[config.mk]
export PLATFORM = sky130hd
export DESIGN_NAME = plk_clock_ctrl
export DESIGN_NICKNAME = d
export VERILOG_FILES = /design/src/verilog/plk_loop_core.v /design/src/verilog/plk_clock_ctrl.v
export VERILOG_INCLUDE_DIRS = /design/src /design/src/verilog
export SDC_FILE = /design/constraint.sdc
export NUM_CORES = 1
export LEC_CHECK = 0
export BUFFER_PORTS_ARGS = -buffer_cell sky130_fd_sc_hd__buf_2
export CAP_MARGIN = 0
export CORE_MARGIN = 10
export CORE_UTILIZATION = 59
export CTS_CLUSTER_DIAMETER = 40
export CTS_CLUSTER_SIZE = 28
export DETAILED_ROUTE_END_ITERATION = 16
export GPL_TIMING_DRIVEN = 0
export HOLD_SLACK_MARGIN = 0.06
export PLACE_DENSITY = 0.79
export RECOVER_POWER = 25
export SYNTH_ARGS = -nofsm -noshare
export SYNTH_HDL_FRONTEND = slang
export SYNTH_SLANG_ARGS = --single-unit
[constraint.sdc]
create_clock -name CLOCK_I -period 4.2 [get_ports CLOCK_I]
set_clock_uncertainty 0.1 [all_clocks]
set_input_delay 0.84 -clock CLOCK_I [delete_from_list [all_inputs] [get_ports CLOCK_I]]
set_output_delay 0.84 -clock CLOCK_I [all_outputs]
set_load 0.02 [all_outputs]
[src/verilog/plk_consts.vh]
`ifndef PLK_CONSTS_VH
`define PLK_CONSTS_VH

// Register offsets
`define PLK_ADDR_DIV_LO      8'h5c
`define PLK_ADDR_DIV_HI      8'h5d
`define PLK_ADDR_CONFIG      8'h5e
`define PLK_ADDR_CONTROL     8'h5f
`define PLK_ADDR_IRQ_STATUS  8'h60
`define PLK_ADDR_IRQ_MASK    8'h61

// Reset values and the divider minimum
`define PLK_DIV_LO_RST       8'h02
`define PLK_DIV_RST          11'h002
`define PLK_DIV_MIN          11'h002

// Field positions
`define PLK_CFG_PUMP_HI      7
`define PLK_CFG_PUMP_LO      6
`define PLK_CFG_LDS_HI       3
`define PLK_CFG_LDS_LO       2
`define PLK_CFG_SRC_HI       1
`define PLK_CFG_SRC_LO       0
`define PLK_CTL_ENABLE       0
`define PLK_CTL_LOCK         1
`define PLK_IRQ_LOCK         0
`define PLK_IRQ_UNLOCK       1

// Clock source codes
`define PLK_SRC_CRYSTAL_REFERENCE         2'h0
`define PLK_SRC_LOOP         2'h1
`define PLK_SRC_RTC          2'h2
`define PLK_SRC_RSVD         2'h3

// Lock windows of 20 ns and 400 ns in 8 ns clock cycles, rounded down
// so that a borderline error never counts as inside the window
`define PLK_WIN_SHORT_CYC    6'h02
`define PLK_WIN_LONG_CYC     6'h32
`define PLK_COUNT_SHORT      5'h08
`define PLK_COUNT_LONG       5'h10

`endif

[src/verilog/plk_loop_core.v]
`timescale 1ns/1ps
`include "plk_consts.vh"

module plk_loop_core (
    // Clock and reset
    input  wire        clk_i,
    input  wire        rst_n_i,
    // Synchronised clock levels
    input  wire        ref_i,
    input  wire        vco_i,
    // Settings
    input  wire        enable_i,
    input  wire [10:0] div_i,
    input  wire [1:0]  lds_i,
    // Results
    output reg         up_o,
    output reg         dn_o,
    output reg         fb_o,
    output reg         lock_o
);

    localparam [5:0] WIN_SHORT = `PLK_WIN_SHORT_CYC;
    localparam [5:0] WIN_LONG  = `PLK_WIN_LONG_CYC;
    localparam [5:0] ERR_MAX   = 6'h3f;

    reg        ref_d_reg;
    reg        vco_d_reg;
    reg        fb_d_reg;
    reg [10:0] cnt_reg;
    reg [5:0]  err_reg;
    reg [4:0]  good_reg;

    reg [10:0] div_eff;
    reg [10:0] cnt_next;
    reg        fb_next;
    reg        up_set;
    reg        dn_set;
    reg        done;
    reg [5:0]  window;
    reg [4:0]  need;
    reg        bad;
    reg [5:0]  err_next;
    reg [4:0]  good_next;

    always @* begin
        div_eff = (div_i < `PLK_DIV_MIN) ? `PLK_DIV_MIN : div_i;
        cnt_next = cnt_reg;
        if (vco_i && !vco_d_reg) begin
            cnt_next = (cnt_reg == 11'h000) ? div_eff - 11'h001 : cnt_reg - 11'h001;
        end
        fb_next = (cnt_next >= {1'b0, div_eff[10:1]});
        // Falling edges open the error pulses; both seen closes them
        up_set = up_o | (ref_d_reg & !ref_i);
        dn_set = dn_o | (fb_d_reg & !fb_o);
        done = up_set & dn_set;
        window = lds_i[1] ? WIN_LONG : WIN_SHORT;
        need = lds_i[0] ? `PLK_COUNT_LONG : `PLK_COUNT_SHORT;
        bad = (up_set | dn_set) && (err_reg > window);
        err_next = err_reg;
        if (done) begin
            err_next = 6'h00;
        end else if ((up_set | dn_set) && (err_reg != ERR_MAX)) begin
            err_next = err_reg + 6'h01;
        end
        good_next = good_reg;
        if (bad) begin
            good_next = 5'h00;
        end else if (done && (good_reg < need)) begin
            good_next = good_reg + 5'h01;
        end
    end

    always @(posedge clk_i or negedge rst_n_i) begin
        if (!rst_n_i) begin
            ref_d_reg <= 1'b0;
            vco_d_reg <= 1'b0;
            fb_d_reg  <= 1'b0;
            cnt_reg   <= 11'h000;
            err_reg   <= 6'h00;
            good_reg  <= 5'h00;
            up_o      <= 1'b0;
            dn_o      <= 1'b0;
            fb_o      <= 1'b0;
            lock_o    <= 1'b0;
        end else if (!enable_i) begin
            ref_d_reg <= ref_i;
            vco_d_reg <= vco_i;
            fb_d_reg  <= 1'b0;
            cnt_reg   <= 11'h000;
            err_reg   <= 6'h00;
            good_reg  <= 5'h00;
            up_o      <= 1'b0;
            dn_o      <= 1'b0;
            fb_o      <= 1'b0;
            lock_o    <= 1'b0;
        end else begin
            ref_d_reg <= ref_i;
            vco_d_reg <= vco_i;
            fb_d_reg  <= fb_o;
            cnt_reg   <= cnt_next;
            fb_o      <= fb_next;
            err_reg   <= err_next;
            good_reg  <= good_next;
            up_o      <= up_set & !done;
            dn_o      <= dn_set & !done;
            lock_o    <= (good_next >= need);
        end
    end

endmodule

[src/verilog/plk_clock_ctrl.v]
`timescale 1ns/1ps
`include "plk_consts.vh"

module plk_clock_ctrl (
    // Clock and reset
    input  wire       CLOCK_I,
    input  wire       RST_B_I,
    // Register port
    input  wire [7:0] ADDR_I,
    input  wire [7:0] WR_DATA_I,
    input  wire       WR_STB_I,
    input  wire       RD_STB_I,
    output reg  [7:0] RD_DATA_O,
    // Clocks sampled from the analog side
    input  wire       CRYSTAL_REFERENCE_CLK_I,
    input  wire       VCO_CLK_I,
    input  wire       RTC_CLK_I,
    // Charge pump and loop
    output wire       CP_UP_O,
    output wire       CP_DN_O,
    output reg  [1:0] CP_CURRENT_O,
    output reg        LOOP_ENABLE_O,
    output wire       FB_DIV_O,
    // Clock gate enables
    output reg        SRC_CRYSTAL_REFERENCE_EN_O,
    output reg        SRC_LOOP_EN_O,
    output reg        SRC_RTC_EN_O,
    // Status
    output reg        LOCK_O,
    output reg        IRQ_O
);

    localparam [1:0] MX_RUN   = 2'h0;
    localparam [1:0] MX_STOP  = 2'h1;
    localparam [1:0] MX_START = 2'h2;

    function level_of;
        input [1:0] src;
        input [2:0] lv;
        begin
            case (src)
                `PLK_SRC_LOOP: level_of = lv[1];
                `PLK_SRC_RTC:  level_of = lv[2];
                default:       level_of = lv[0];
            endcase
        end
    endfunction

    function [2:0] gate_of;
        input [1:0] src;
        begin
            case (src)
                `PLK_SRC_LOOP: gate_of = 3'h2;
                `PLK_SRC_RTC:  gate_of = 3'h4;
                default:       gate_of = 3'h1;
            endcase
        end
    endfunction

    // Pin synchronisers: bit 0 crystal, 1 VCO, 2 RTC
    reg  [2:0]  pin_s1_reg;
    reg  [2:0]  pin_s2_reg;
    reg         lock_s1_reg;
    reg         lock_s2_reg;
    reg         lock_d_reg;

    reg  [7:0]  div_lo_reg;
    reg  [10:0] div_reg;
    reg  [1:0]  pump_reg;
    reg  [1:0]  lds_reg;
    reg  [1:0]  sel_reg;
    reg         en_reg;
    reg  [1:0]  stat_reg;
    reg  [1:0]  mask_reg;

    reg  [1:0]  mx_state_reg;
    reg  [1:0]  cur_src_reg;
    reg  [1:0]  tgt_src_reg;
    reg  [2:0]  gate_reg;

    wire        core_lock;
    wire        wr_cfg  = WR_STB_I && (ADDR_I == `PLK_ADDR_CONFIG);
    wire        wr_ctl  = WR_STB_I && (ADDR_I == `PLK_ADDR_CONTROL);
    wire        wr_stat = WR_STB_I && (ADDR_I == `PLK_ADDR_IRQ_STATUS);
    wire        wr_mask = WR_STB_I && (ADDR_I == `PLK_ADDR_IRQ_MASK);
    wire        locked  = en_reg && lock_s2_reg;

    reg  [1:0]  sel_next;
    reg  [1:0]  stat_set;
    reg  [1:0]  stat_next;
    reg  [7:0]  rd_val;

    plk_loop_core u_core (
        .clk_i    (CLOCK_I),
        .rst_n_i  (RST_B_I),
        .ref_i    (pin_s2_reg[0]),
        .vco_i    (pin_s2_reg[1]),
        .enable_i (en_reg),
        .div_i    (div_reg),
        .lds_i    (lds_reg),
        .up_o     (CP_UP_O),
        .dn_o     (CP_DN_O),
        .fb_o     (FB_DIV_O),
        .lock_o   (core_lock)
    );

    always @(posedge CLOCK_I or negedge RST_B_I) begin
        if (!RST_B_I) begin
            pin_s1_reg  <= 3'h0;
            pin_s2_reg  <= 3'h0;
            lock_s1_reg <= 1'b0;
            lock_s2_reg <= 1'b0;
            lock_d_reg  <= 1'b0;
        end else begin
            pin_s1_reg  <= {RTC_CLK_I, VCO_CLK_I, CRYSTAL_REFERENCE_CLK_I};
            pin_s2_reg  <= pin_s1_reg;
            lock_s1_reg <= core_lock;
            lock_s2_reg <= lock_s1_reg;
            lock_d_reg  <= lock_s2_reg;
        end
    end

    always @* begin
        sel_next = sel_reg;
        if (wr_cfg) begin
            case (WR_DATA_I[`PLK_CFG_SRC_HI:`PLK_CFG_SRC_LO])
                `PLK_SRC_CRYSTAL_REFERENCE: sel_next = `PLK_SRC_CRYSTAL_REFERENCE;
                `PLK_SRC_RTC:  sel_next = `PLK_SRC_RTC;
                `PLK_SRC_LOOP: sel_next = locked ? `PLK_SRC_LOOP : sel_reg;
                default:       sel_next = sel_reg;
            endcase
        end
        // Losing lock or disabling drops back to the crystal
        if ((sel_next == `PLK_SRC_LOOP) && !locked) begin
            sel_next = `PLK_SRC_CRYSTAL_REFERENCE;
        end
        stat_set = 2'h0;
        stat_set[`PLK_IRQ_LOCK]   = lock_s2_reg && !lock_d_reg;
        stat_set[`PLK_IRQ_UNLOCK] = !lock_s2_reg && lock_d_reg;
        // Set wins over a write-one-to-clear in the same cycle
        stat_next = (stat_reg & ~(wr_stat ? WR_DATA_I[1:0] : 2'h0)) | stat_set;
        case (ADDR_I)
            `PLK_ADDR_CONFIG:     rd_val = {pump_reg, 2'h0, lds_reg, sel_reg};
            `PLK_ADDR_CONTROL:    rd_val = {6'h00, lock_s2_reg, en_reg};
            `PLK_ADDR_IRQ_STATUS: rd_val = {6'h00, stat_reg};
            `PLK_ADDR_IRQ_MASK:   rd_val = {6'h00, mask_reg};
            default:              rd_val = 8'h00;
        endcase
    end

    always @(posedge CLOCK_I or negedge RST_B_I) begin
        if (!RST_B_I) begin
            div_lo_reg    <= `PLK_DIV_LO_RST;
            div_reg       <= `PLK_DIV_RST;
            pump_reg      <= 2'h0;
            lds_reg       <= 2'h0;
            sel_reg       <= `PLK_SRC_CRYSTAL_REFERENCE;
            en_reg        <= 1'b0;
            stat_reg      <= 2'h0;
            mask_reg      <= 2'h0;
            RD_DATA_O     <= 8'h00;
            CP_CURRENT_O  <= 2'h0;
            LOOP_ENABLE_O <= 1'b0;
            LOCK_O        <= 1'b0;
            IRQ_O         <= 1'b0;
        end else begin
            // Divider and loop settings only change while the loop is off
            if (WR_STB_I && (ADDR_I == `PLK_ADDR_DIV_LO) && !en_reg) begin
                div_lo_reg <= WR_DATA_I;
            end
            if (WR_STB_I && (ADDR_I == `PLK_ADDR_DIV_HI) && !en_reg) begin
                div_reg <= {WR_DATA_I[2:0], div_lo_reg};
            end
            if (wr_cfg && !en_reg) begin
                pump_reg <= WR_DATA_I[`PLK_CFG_PUMP_HI:`PLK_CFG_PUMP_LO];
                lds_reg  <= WR_DATA_I[`PLK_CFG_LDS_HI:`PLK_CFG_LDS_LO];
            end
            if (wr_ctl) begin
                en_reg <= WR_DATA_I[`PLK_CTL_ENABLE];
            end
            if (wr_mask) begin
                mask_reg <= WR_DATA_I[1:0];
            end
            sel_reg       <= sel_next;
            stat_reg      <= stat_next;
            RD_DATA_O     <= RD_STB_I ? rd_val : 8'h00;
            CP_CURRENT_O  <= pump_reg;
            LOOP_ENABLE_O <= en_reg;
            LOCK_O        <= lock_s2_reg;
            IRQ_O         <= |(stat_next & mask_reg);
        end
    end

    // Break-before-make switch. The sampled level lags the real clock by
    // two cycles, so gating cells outside must also retime to their clock.
    always @(posedge CLOCK_I or negedge RST_B_I) begin
        if (!RST_B_I) begin
            mx_state_reg  <= MX_RUN;
            cur_src_reg   <= `PLK_SRC_CRYSTAL_REFERENCE;
            tgt_src_reg   <= `PLK_SRC_CRYSTAL_REFERENCE;
            gate_reg      <= 3'h1;
            SRC_CRYSTAL_REFERENCE_EN_O <= 1'b1;
            SRC_LOOP_EN_O <= 1'b0;
            SRC_RTC_EN_O  <= 1'b0;
        end else begin
            case (mx_state_reg)
                MX_RUN: begin
                    if (sel_reg != cur_src_reg) begin
                        tgt_src_reg  <= sel_reg;
                        mx_state_reg <= MX_STOP;
                    end
                end
                MX_STOP: begin
                    if (!level_of(cur_src_reg, pin_s2_reg)) begin
                        gate_reg     <= 3'h0;
                        mx_state_reg <= MX_START;
                    end
                end
                MX_START: begin
                    if ((tgt_src_reg == `PLK_SRC_LOOP) && !locked) begin
                        tgt_src_reg <= `PLK_SRC_CRYSTAL_REFERENCE;
                    end else if (!level_of(tgt_src_reg, pin_s2_reg)) begin
                        gate_reg     <= gate_of(tgt_src_reg);
                        cur_src_reg  <= tgt_src_reg;
                        mx_state_reg <= MX_RUN;
                    end
                end
                default: begin
                    mx_state_reg <= MX_RUN;
                end
            endcase
            SRC_CRYSTAL_REFERENCE_EN_O <= gate_reg[0];
            SRC_LOOP_EN_O <= gate_reg[1];
            SRC_RTC_EN_O  <= gate_reg[2];
        end
    end

endmodule

==> results of run 1 <==
## worst max-delay path, stage by stage, from the launching register on
cell	delay, ns
dfrtp_1	0.45
nor4_2	0.41
and4_1	0.23
buf_2	0.18
a31o_2	0.26
inv_2	0.08
ha_1	0.22
nor3b_4	0.18
o211ai_1	0.16
xor2_1	0.13
ha_1	0.21
or3_1	0.42
a2111oi_2	0.34
o21ai_0	0.18
a21o_1	0.22
## final cells by class
cell class / instances / share of cell area (%)
clock inverter: 6 / 0.954
inverter: 27 / 2.03
sequential: 90 / 45.3
clock buffer: 10 / 2.76
tap: 99 / 2.49
multi-input combinational: 282 / 41.6
buffer: 9 / 0.879
timing repair buffer: 40 / 3.99
## metrics by stage
stage | std cells | instance area (um2) | setup WS, ns | utilization, % | total power [uW]
after detailed placement | 547 | 4800 | 0.265 | 65.9 | 1200
after floorplan | 408 | 4450 | 0.819 | - | 1110
after global routing | 563 | 4980 | 0.0559 | 68.3 | 1840
after CTS | 563 | 4990 | 0.165 | 68.4 | 1760
after global placement | 546 | 4770 | 0.423 | 65.4 | 1190
final | 563 | 4980 | 0.301 | 68.3 | 1750
## power by group
group          switching [uW]  internal [uW]  total [uW]
clock                     325            239         564
combinational             148            105         254
sequential               28.3            907         935
## how the worst min path moves through the flow
stage | start | to | slack, ns | depth (start not counted)
final | pin_s1_reg[2] | pin_s2_reg[2] | 0.25 | 0
after global routing | pin_s1_reg[2] | pin_s2_reg[2] | 0.25 | 0
after CTS | pin_s1_reg[2] | pin_s2_reg[2] | 0.25 | 0
after detailed placement | pin_s1_reg[2] | pin_s2_reg[2] | 0.24 | 0
after global placement | pin_s1_reg[1] | pin_s2_reg[1] | 0.23 | 0
after floorplan | u_core.lock_o | lock_s1_reg | 0.23 | 0
## kinds of logic (layout without fill, tap and decap cells)
kind of cell	Yosys count	count (layout)	share of synthesized area (%)
fa+ha+maj	23	23	6.47
flops	90	90	50.7
buf+inv	36	92	3.26
simple gates	136	136	17.7
xor+xnor	15	15	2.95
compound gates	72	72	10.4
mux	34	34	8.32
other cells	1	2	0.0843
## per-layer routing
layer | wire (um) | track usage [%] | vias to the layer above
met5 | 0 | 0 | -
met4 | 163 | 5.61 | 0
met3 | 566 | 5.21 | 19
met2 | 4530 | 26.6 | 102
met1 | 4060 | 21.2 | 1566
li1 | - | - | 1549
## timing repair
item / 4_1_cts / 5_1_grt
hold buffers: 0 / 0
setup endpoints to repair: 0 / 1
hold endpoints to repair: 0 / 0
gates resized for setup: 0 / 5
## placed cells by master, fill, tap and decap left out, types with 3 or more instances in the layout
cell      count
a21o_1        5
nor2b_1       6
nand3_1       8
o21ai_1       3
buf_2        40
inv_1        26
o22ai_1       4
clkbuf_1      5
nand2b_1      7
a22o_1        4
mux2i_1      10
nor3_1       11
mux2_2       24
xnor2_1       6
o21ai_0      15
clkbuf_8     10
nand2_1      27
or3_1         3
a21oi_1      17
nor3_2        3
nor2_1       27
and4_1        3
ha_1         23
a211oi_1      4
nor4_1        5
and2_1       13
xor2_1        9
dfrtp_1      86
nand4_1       5
dfstp_2       3
o211ai_1      4
==> results.cfg, run 1 <==
[outcome]
status = finished, violations left
violations = max-capacitance violations, max-slew violations

[sta]
fin_crit_ns = 3.90
finalHoldWorstSlack_ns = 0.246
fmax_mhz = 256
period_share_pct = 92.8
setup_viol = 0
finalSetupTns_ns = 0
relSlewSlack_pct = -4.61
hold_viol_final = 0
rsz0062_at_grt = no
drv_slew = 32
worst_pin_slew_ns = 1.57

[critical_path]
critPathLaunchType = flop
reg2reg_setup_slack_ns = 0.30
ff2ff_path_depth = 14
r2r-end = u_core.fb_o
endpoint = u_core.fb_o
worst_ep_required_time_ns = 4.35
timing.rr.start = u_core.cnt_reg[1]
arrival_ns = 4.05
crit_path_end_kind = flop
worst-path-max-fanout = 8
crit_start = u_core.cnt_reg[1]
crit_type = reg -> reg

[die]
die_h_um = 107
die_area_mm2 = 0.0114
io_pins = 42
start_util_pct = 61.0
rows = 31
core_area_mm2 = 0.00729
die_w_um = 107

[placed_design]
io_buffers = 39
hpwl_mm = 6.80
gp_congestion = 0.920

[cts]
clkLatencyLatePin_ns = 0.36
post_cts_buffers = 0
cts_htree_levels = 3
cts_tree = yes
cts_num_sinks = 90
clkTransAtPathRegs_ns = 0.09
clockRootBuffer = clkbuf_8
numCtsBuffers = 9
cts_buffer_depth = 2

[pwr]
p_per_area_mw_per_mm2 = 352
ir_drop_mv = 0.249
p_leak_uw = 0.00241

[synth]
ys_ff_latch = 90
synth-edff-count = 0
synth_top_area_share_pct = 48.4
synth_area_leader_cell = dfrtp_1
synthTopCellsByArea = dfrtp_1 48%, ha_1 6.5%, mux2_2 6.1%
async_flop_share_pct = 100
yosysMostFrequentCell = dfrtp_1
synthCells = 407
syn_area_per_cell_um2 = 10.9
yosys_warnings = 0
synth_flop_cell = dfrtp_1
synth.top_cells.by_count = 86 x dfrtp_1, 27 x nand2_1, 27 x nor2_1
synth_area_mm2 = 0.00445
synth_cell_types = 58
yosysSeqAreaShare_pct = 50.7

[route]
post-route-drc-count = 0
viasPerCell = 5.75
drt-pass1-iter-count = 5
wl_per_cell_um = 16.5
antenna_left = 0
drtIter0Drc = 165
drt_wl_total_mm = 9.32
num_vias = 3236

[final_layout]
layout.nets = 505
fillers = 569
area_growth_pct = 12.0
layout-drive-gt1-share_pct = 22.2
multi_input_area_mm2 = 0.00207
insertedDiodeCount = 0
seq_area_mm2 = 0.00226

[global_routing]
grt_max_degree = 61
grt_use_total_pct = 16.7
antenna_found_initial = 0
grt_pass1_vias = 3273
grt_pass1_wl_mm = 15.6
grt_overflow = 0

[flow_run]
maxCapViolCount = 1

[hold_path]
hold_class = reg -> reg
Note: power is estimated with default switching activity, not from simulation.
==> run 2: changes to the inputs <==
BUFFER_PORTS_ARGS = unset   (was -buffer_cell sky130_fd_sc_hd__buf_2)
CORE_UTILIZATION = 63   (was 59)
DONT_BUFFER_PORTS = 1   (was unset)
==> run 2 against run 1 <==
Against the previous run: the flow still finishes with violations (max-capacitance violations, max-slew violations); maximum frequency increased by 0.20%; first-iteration DRC count decreased by 5.5%; clock power decreased by 0.9%; sequential share of layout area increased by 1.9 points; flip-flop and latch count unchanged; via count decreased by 2.8%.
==> results.cfg, run 2 (synthesized netlist as in run 1, its figures left out) <==
[outcome]
status = finished, violations left
violations = max-capacitance violations, max-slew violations

[die]
die_h_um = 104
rows = 30
die_w_um = 104
die_area_mm2 = 0.0108
core_area_mm2 = 0.00683
io_pins = 42
start_util_pct = 65.1

[global_routing]
grt_busiest_layer = met2
use_met1_pct = 21.0
globalRouteMet3Util_pct = 4.52
grt_pass1_wl_mm = 15.6
grt_overflow = 0
grt_use_met2_pct = 29.1
grt_pass1_vias = 3163
grt_use_total_pct = 17.5
grt_max_degree = 87
antenna_found_initial = 0

[sta]
fmax_mhz = 257
worst_slack_ns = 0.309
hold_viol_final = 0
setup_viol = 0
rsz0062_at_grt = no
finalHoldWorstSlack_ns = 0.209
worst_pin_slew_ns = 2.03
relSlewSlack_pct = -35.1
period_share_pct = 92.6
drv_slew = 87
finalSetupTns_ns = 0
fin_crit_ns = 3.89

[critical_path]
worst-path-max-fanout = 8
crit_buf_inv = 2
ff2ff_path_depth = 14
reg2reg_setup_slack_ns = 0.31
worst_ep_required_time_ns = 4.35
timing.rr.start = u_core.cnt_reg[1]
crit_path_end_kind = flop
r2r-end = u_core.fb_o
slowest_stage = dfrtp_1
critPathLaunchType = flop
cp_top_family = simple AND/OR/NAND/NOR gates
crit_type = reg -> reg
max_stage_delay_ns = 0.44
arrival_ns = 4.04
cpMostUsedCell = ha_1
path_cells = nor4_2 -> and4_1 -> buf_2 -> a31o_2 -> inv_2 -> ha_1 -> nor3b_4 -> o211ai_1 -> xor2_1 -> ha_1 -> or3_1 -> a2111oi_1 -> o21ai_0 -> a21o_1

[final_layout]
area_growth_pct = 7.59
multi_input_area_mm2 = 0.00207
final_cell_mix = 86 x dfrtp_1, 27 x nor2_1, 27 x nand2_1, 26 x inv_1, 24 x mux2_2
fillers = 489
fin_cells = 521
layout-drive-gt1-share_pct = 15.1
final_common_cell = dfrtp_1
insertedDiodeCount = 0
layout.nets = 466
seq_area_mm2 = 0.00226

[cts]
cts_num_sinks = 90
clockRootBuffer = clkbuf_8
numCtsBuffers = 9
cts_buffer_depth = 2
clkTransAtPathRegs_ns = 0.09
post_cts_buffers = 0
clkLatencyLatePin_ns = 0.36
cts_tree = yes
cts_htree_levels = 3

[flow_run]
maxCapViolCount = 1

[placed_design]
hpwl_mm = 6.75
dp_cells = 504
io_buffers = 0
gp_congestion = 0.929
dp_slack_ns = 0.415

[route]
drtIter0Drc = 156
drt-pass1-iter-count = 7
viasPerCell = 6.04
wl_per_cell_um = 17.9
post-route-drc-count = 0
drt_wl_total_mm = 9.33
antenna_left = 0
num_vias = 3146

[pwr]
swShare_pct = 27.5
p_comb_share_pct = 12.8
p_leak_uw = 0.00223
power_uw = 1730
power.share.clock_pct = 32.4
seqPwrFrac_pct = 54.8
power.switching_uw = 475
ir_drop_mv = 0.275
p_per_area_mw_per_mm2 = 361
p_int_uw = 1250

[hold_path]
hold_class = in -> async
run 2: changes by cell type in the layout (fill, tap and decap cells not counted), sizes merged:
cell | previous run | this run
clkinvlp | 0 | 2
inv | 30 | 28
clkinv | 3 | 2
buf | 43 | 5
run 2: how the worst max path moves through the flow:
| stage | cells after the start | end | slack [ns] | from |
|---|---|---|---|---|
| after floorplan | 14 | u_core.fb_o | 0.82 | u_core.cnt_reg[1] |
| after global placement | 14 | u_core.fb_o | 0.42 | div_reg[3] |
| after detailed placement | 13 | u_core.fb_o | 0.41 | div_reg[4] |
| after CTS | 14 | u_core.fb_o | 0.34 | u_core.cnt_reg[1] |
| after global routing | 14 | u_core.fb_o | 0.02 | u_core.cnt_reg[2] |
| final | 14 | u_core.fb_o | 0.31 | u_core.cnt_reg[1] |
run 2: layer usage:
layer / up-vias / wire, um
met1: 1545 / 3850
li1: 1469 / -
met4: 0 / 165
met3: 19 / 651
met2: 113 / 4660
met5: - / 0
run 2: cell type report:
class | instances | share of cell area [%]
clock inverters | 5 | 0.758
clock buffers | 11 | 3.16
repair buffers | 1 | 0.105
plain buffers | 9 | 0.915
inverters | 27 | 2.12
well taps | 96 | 2.51
multi-input cells | 282 | 43.3
flip-flops and latches | 90 | 47.2
run 2: power by group through the flow:
stage / Sequential (uW) / Combinational (uW) / Clock [uW]
floorplan: 953 / 161 / 0
global placement: 961 / 190 / 0
detailed placement: 963 / 198 / 0
CTS: 946 / 220 / 570
global route: 952 / 250 / 605
finish: 947 / 220 / 559
run 2: metrics by stage:
stage                     area [um2]  utilization (%)
after floorplan                 4450                -
after global placement          4570             66.9
after detailed placement        4570             66.9
after CTS                       4790             70.1
after global routing            4790             70.1
final                           4790             70.1
run 2: what timing repair did:
action | 4_1_cts | 5_1_grt
hold buffers | 1 | 0
endpoints found under the setup margin | 0 | 1
endpoints found under the hold margin | 86 | 0
resized for setup | 0 | 4
==> run 3: changes to the inputs <==
--- a/config.mk
+++ b/config.mk
@@ -22 +22,2 @@
 export SYNTH_SLANG_ARGS = --single-unit
+export TNS_END_PERCENT = 5
==> constraint.sdc (replaced) <==
create_clock -name CLOCK_I -period 4.2 [get_ports CLOCK_I]
set_clock_uncertainty 0.1 [all_clocks]
set_input_delay 0.63 -clock CLOCK_I [delete_from_list [all_inputs] [get_ports CLOCK_I]]
set_output_delay 0.63 -clock CLOCK_I [all_outputs]
set_load 0.02 [all_outputs]
==> run 3 against run 2 <==
Against the previous run: the flow still finishes with violations (max-capacitance violations, max-slew violations); final cell count unchanged; critical path depth unchanged; utilization unchanged; global-route usage decreased by 0.17 points; die area unchanged; design area unchanged; power decreased by 0.11%; via count decreased by 0.64%; critical path type unchanged; highest routed layer unchanged.
==> results.cfg, run 3 (synthesized netlist as in run 1, its figures left out) <==
[pwr]
ir_drop_mv = 0.275
p_per_area_mw_per_mm2 = 360
power.share.clock_pct = 32.3
swShare_pct = 27.5
power_uw = 1720
p_comb_share_pct = 12.8
power.switching_uw = 473
p_leak_uw = 0.00223
seqPwrFrac_pct = 54.9
p_int_uw = 1250

[cts]
numCtsBuffers = 9
cts_buffer_depth = 2
clockRootBuffer = clkbuf_8
post_cts_buffers = 0
clkLatencyLatePin_ns = 0.36
cts_num_sinks = 90
clkTransAtPathRegs_ns = 0.09
cts_tree = yes
cts_htree_levels = 3

[final_layout]
final_common_cell = dfrtp_1
area_growth_pct = 7.59
layout.nets = 466
final_cell_mix = 86 x dfrtp_1, 27 x nor2_1, 27 x nand2_1, 26 x inv_1, 24 x mux2_2
fillers = 489
layout-drive-gt1-share_pct = 15.1
insertedDiodeCount = 0

[global_routing]
grt_use_total_pct = 17.3
grt_pass1_wl_mm = 15.5
antenna_found_initial = 0
grt_overflow = 0
grt_max_degree = 91
grt_pass1_vias = 3161

[critical_path]
cp_top_family = simple AND/OR/NAND/NOR gates
worst-path-max-fanout = 8
crit_path_end_kind = flop
crit_buf_inv = 2
cpMostUsedCell = ha_1
path_cells = nor4_2 -> and4_1 -> buf_2 -> a31o_2 -> inv_2 -> ha_1 -> nor3b_4 -> o211ai_1 -> xor2_1 -> ha_1 -> or3_1 -> a2111oi_1 -> o21ai_0 -> a21o_1
arrival_ns = 4.04
max_stage_delay_ns = 0.44
critPathLaunchType = flop
slowest_stage = dfrtp_1
worst_ep_required_time_ns = 4.35
crit_type = reg -> reg

[sta]
rsz0062_at_grt = no
fin_crit_ns = 3.90
finalSetupTns_ns = 0
setup_viol = 0
relSlewSlack_pct = -40.7
hold_viol_final = 0
period_share_pct = 92.7
fmax_mhz = 257
worst_pin_slew_ns = 2.11
drv_slew = 91

[route]
wl_per_cell_um = 17.8
antenna_left = 0
drtIter0Drc = 154
viasPerCell = 6.00
drt_wl_total_mm = 9.25
num_vias = 3126
drt-pass1-iter-count = 5
post-route-drc-count = 0

[placed_design]
hpwl_mm = 6.75
gp_congestion = 0.929
io_buffers = 0

[die]
core_area_mm2 = 0.00683
die_area_mm2 = 0.0108
die_h_um = 104
start_util_pct = 65.1
io_pins = 42
rows = 30
die_w_um = 104

[outcome]
status = finished, violations left
violations = max-capacitance violations, max-slew violations

[hold_path]
hold_class = in -> reg

[flow_run]
maxCapViolCount = 1
[run 3: cell counts in the layout (fill, tap and decap cells not counted)]
Identical to the previous run, type by type.
[run 3: power groups by stage]
stage          clock (uW)  combinational, uW  sequential (uW)
6_report              557                221              947
5_1_grt               605                251              952
3_5_place_dp            0                198              963
4_1_cts               570                220              946
3_3_place_gp            0                190              961
2_1_floorplan           0                161              953
[run 3: metrics by stage]
stage / cells / hold WS (ns) / worst slack [ns] / cell area [um2] / utilization [%]
6_report: 521 / 0.187 / 0.305 / 4790 / 70.1
5_1_grt: 521 / 0.165 / 0.0214 / 4790 / 70.1
4_1_cts: 521 / 0.0838 / 0.336 / 4790 / 70.1
3_5_place_dp: 504 / 0.236 / 0.415 / 4570 / 66.9
3_3_place_gp: 504 / 0.232 / 0.422 / 4570 / 66.9
2_1_floorplan: 408 / 0.231 / 0.819 / 4450 / -
[run 3: final cells by class]
class	count	area [um2]	share of cell area, %
Sequential cell	90	2260	47.2
Multi-Input combinational cell	282	2070	43.3
Clock buffer	11	151	3.16
Tap cell	96	120	2.51
Inverter	27	101	2.12
Buffer	9	43.8	0.915
Clock inverter	5	36.3	0.758
Timing Repair Buffer	1	5.00	0.105
[run 3: worst paths after layout]
| path | to | cells past startpoint | slack (ns) | startpoint |
|---|---|---|---|---|
| setup / recovery | u_core.fb_o | 14 | 0.30 | u_core.cnt_reg[1] |
| hold / removal | pin_s1_reg[0] | 0 | 0.19 | CRYSTAL_REFERENCE_CLK_I |
| setup reg to reg | u_core.fb_o | 14 | 0.30 | u_core.cnt_reg[1] |
| hold reg to reg | lock_s2_reg | 0 | 0.25 | lock_s1_reg |
| max in group asynchronous | u_core.fb_d_reg | 1 | 1.99 | RST_B_I |
| min in group asynchronous | u_core.cnt_reg[4] | 1 | 0.77 | RST_B_I |
[run 3: per-layer routing]
| metal | vias to the layer above | track usage [%] | part of all wire, % |
|---|---|---|---|
| met5 | - | 0 | 0 |
| met4 | 0 | 7.26 | 1.9 |
| met3 | 21 | 4.52 | 6.7 |
| met2 | 114 | 28.6 | 50 |
| met1 | 1520 | 21.0 | 42 |
| li1 | 1471 | - | - |
[run 3: timing repair]
action                                 4_1_cts  5_1_grt
hold buffers                                 1        0
endpoints found under the hold margin       90        0
setup endpoints to repair                    0        1
resized for setup                            0        4
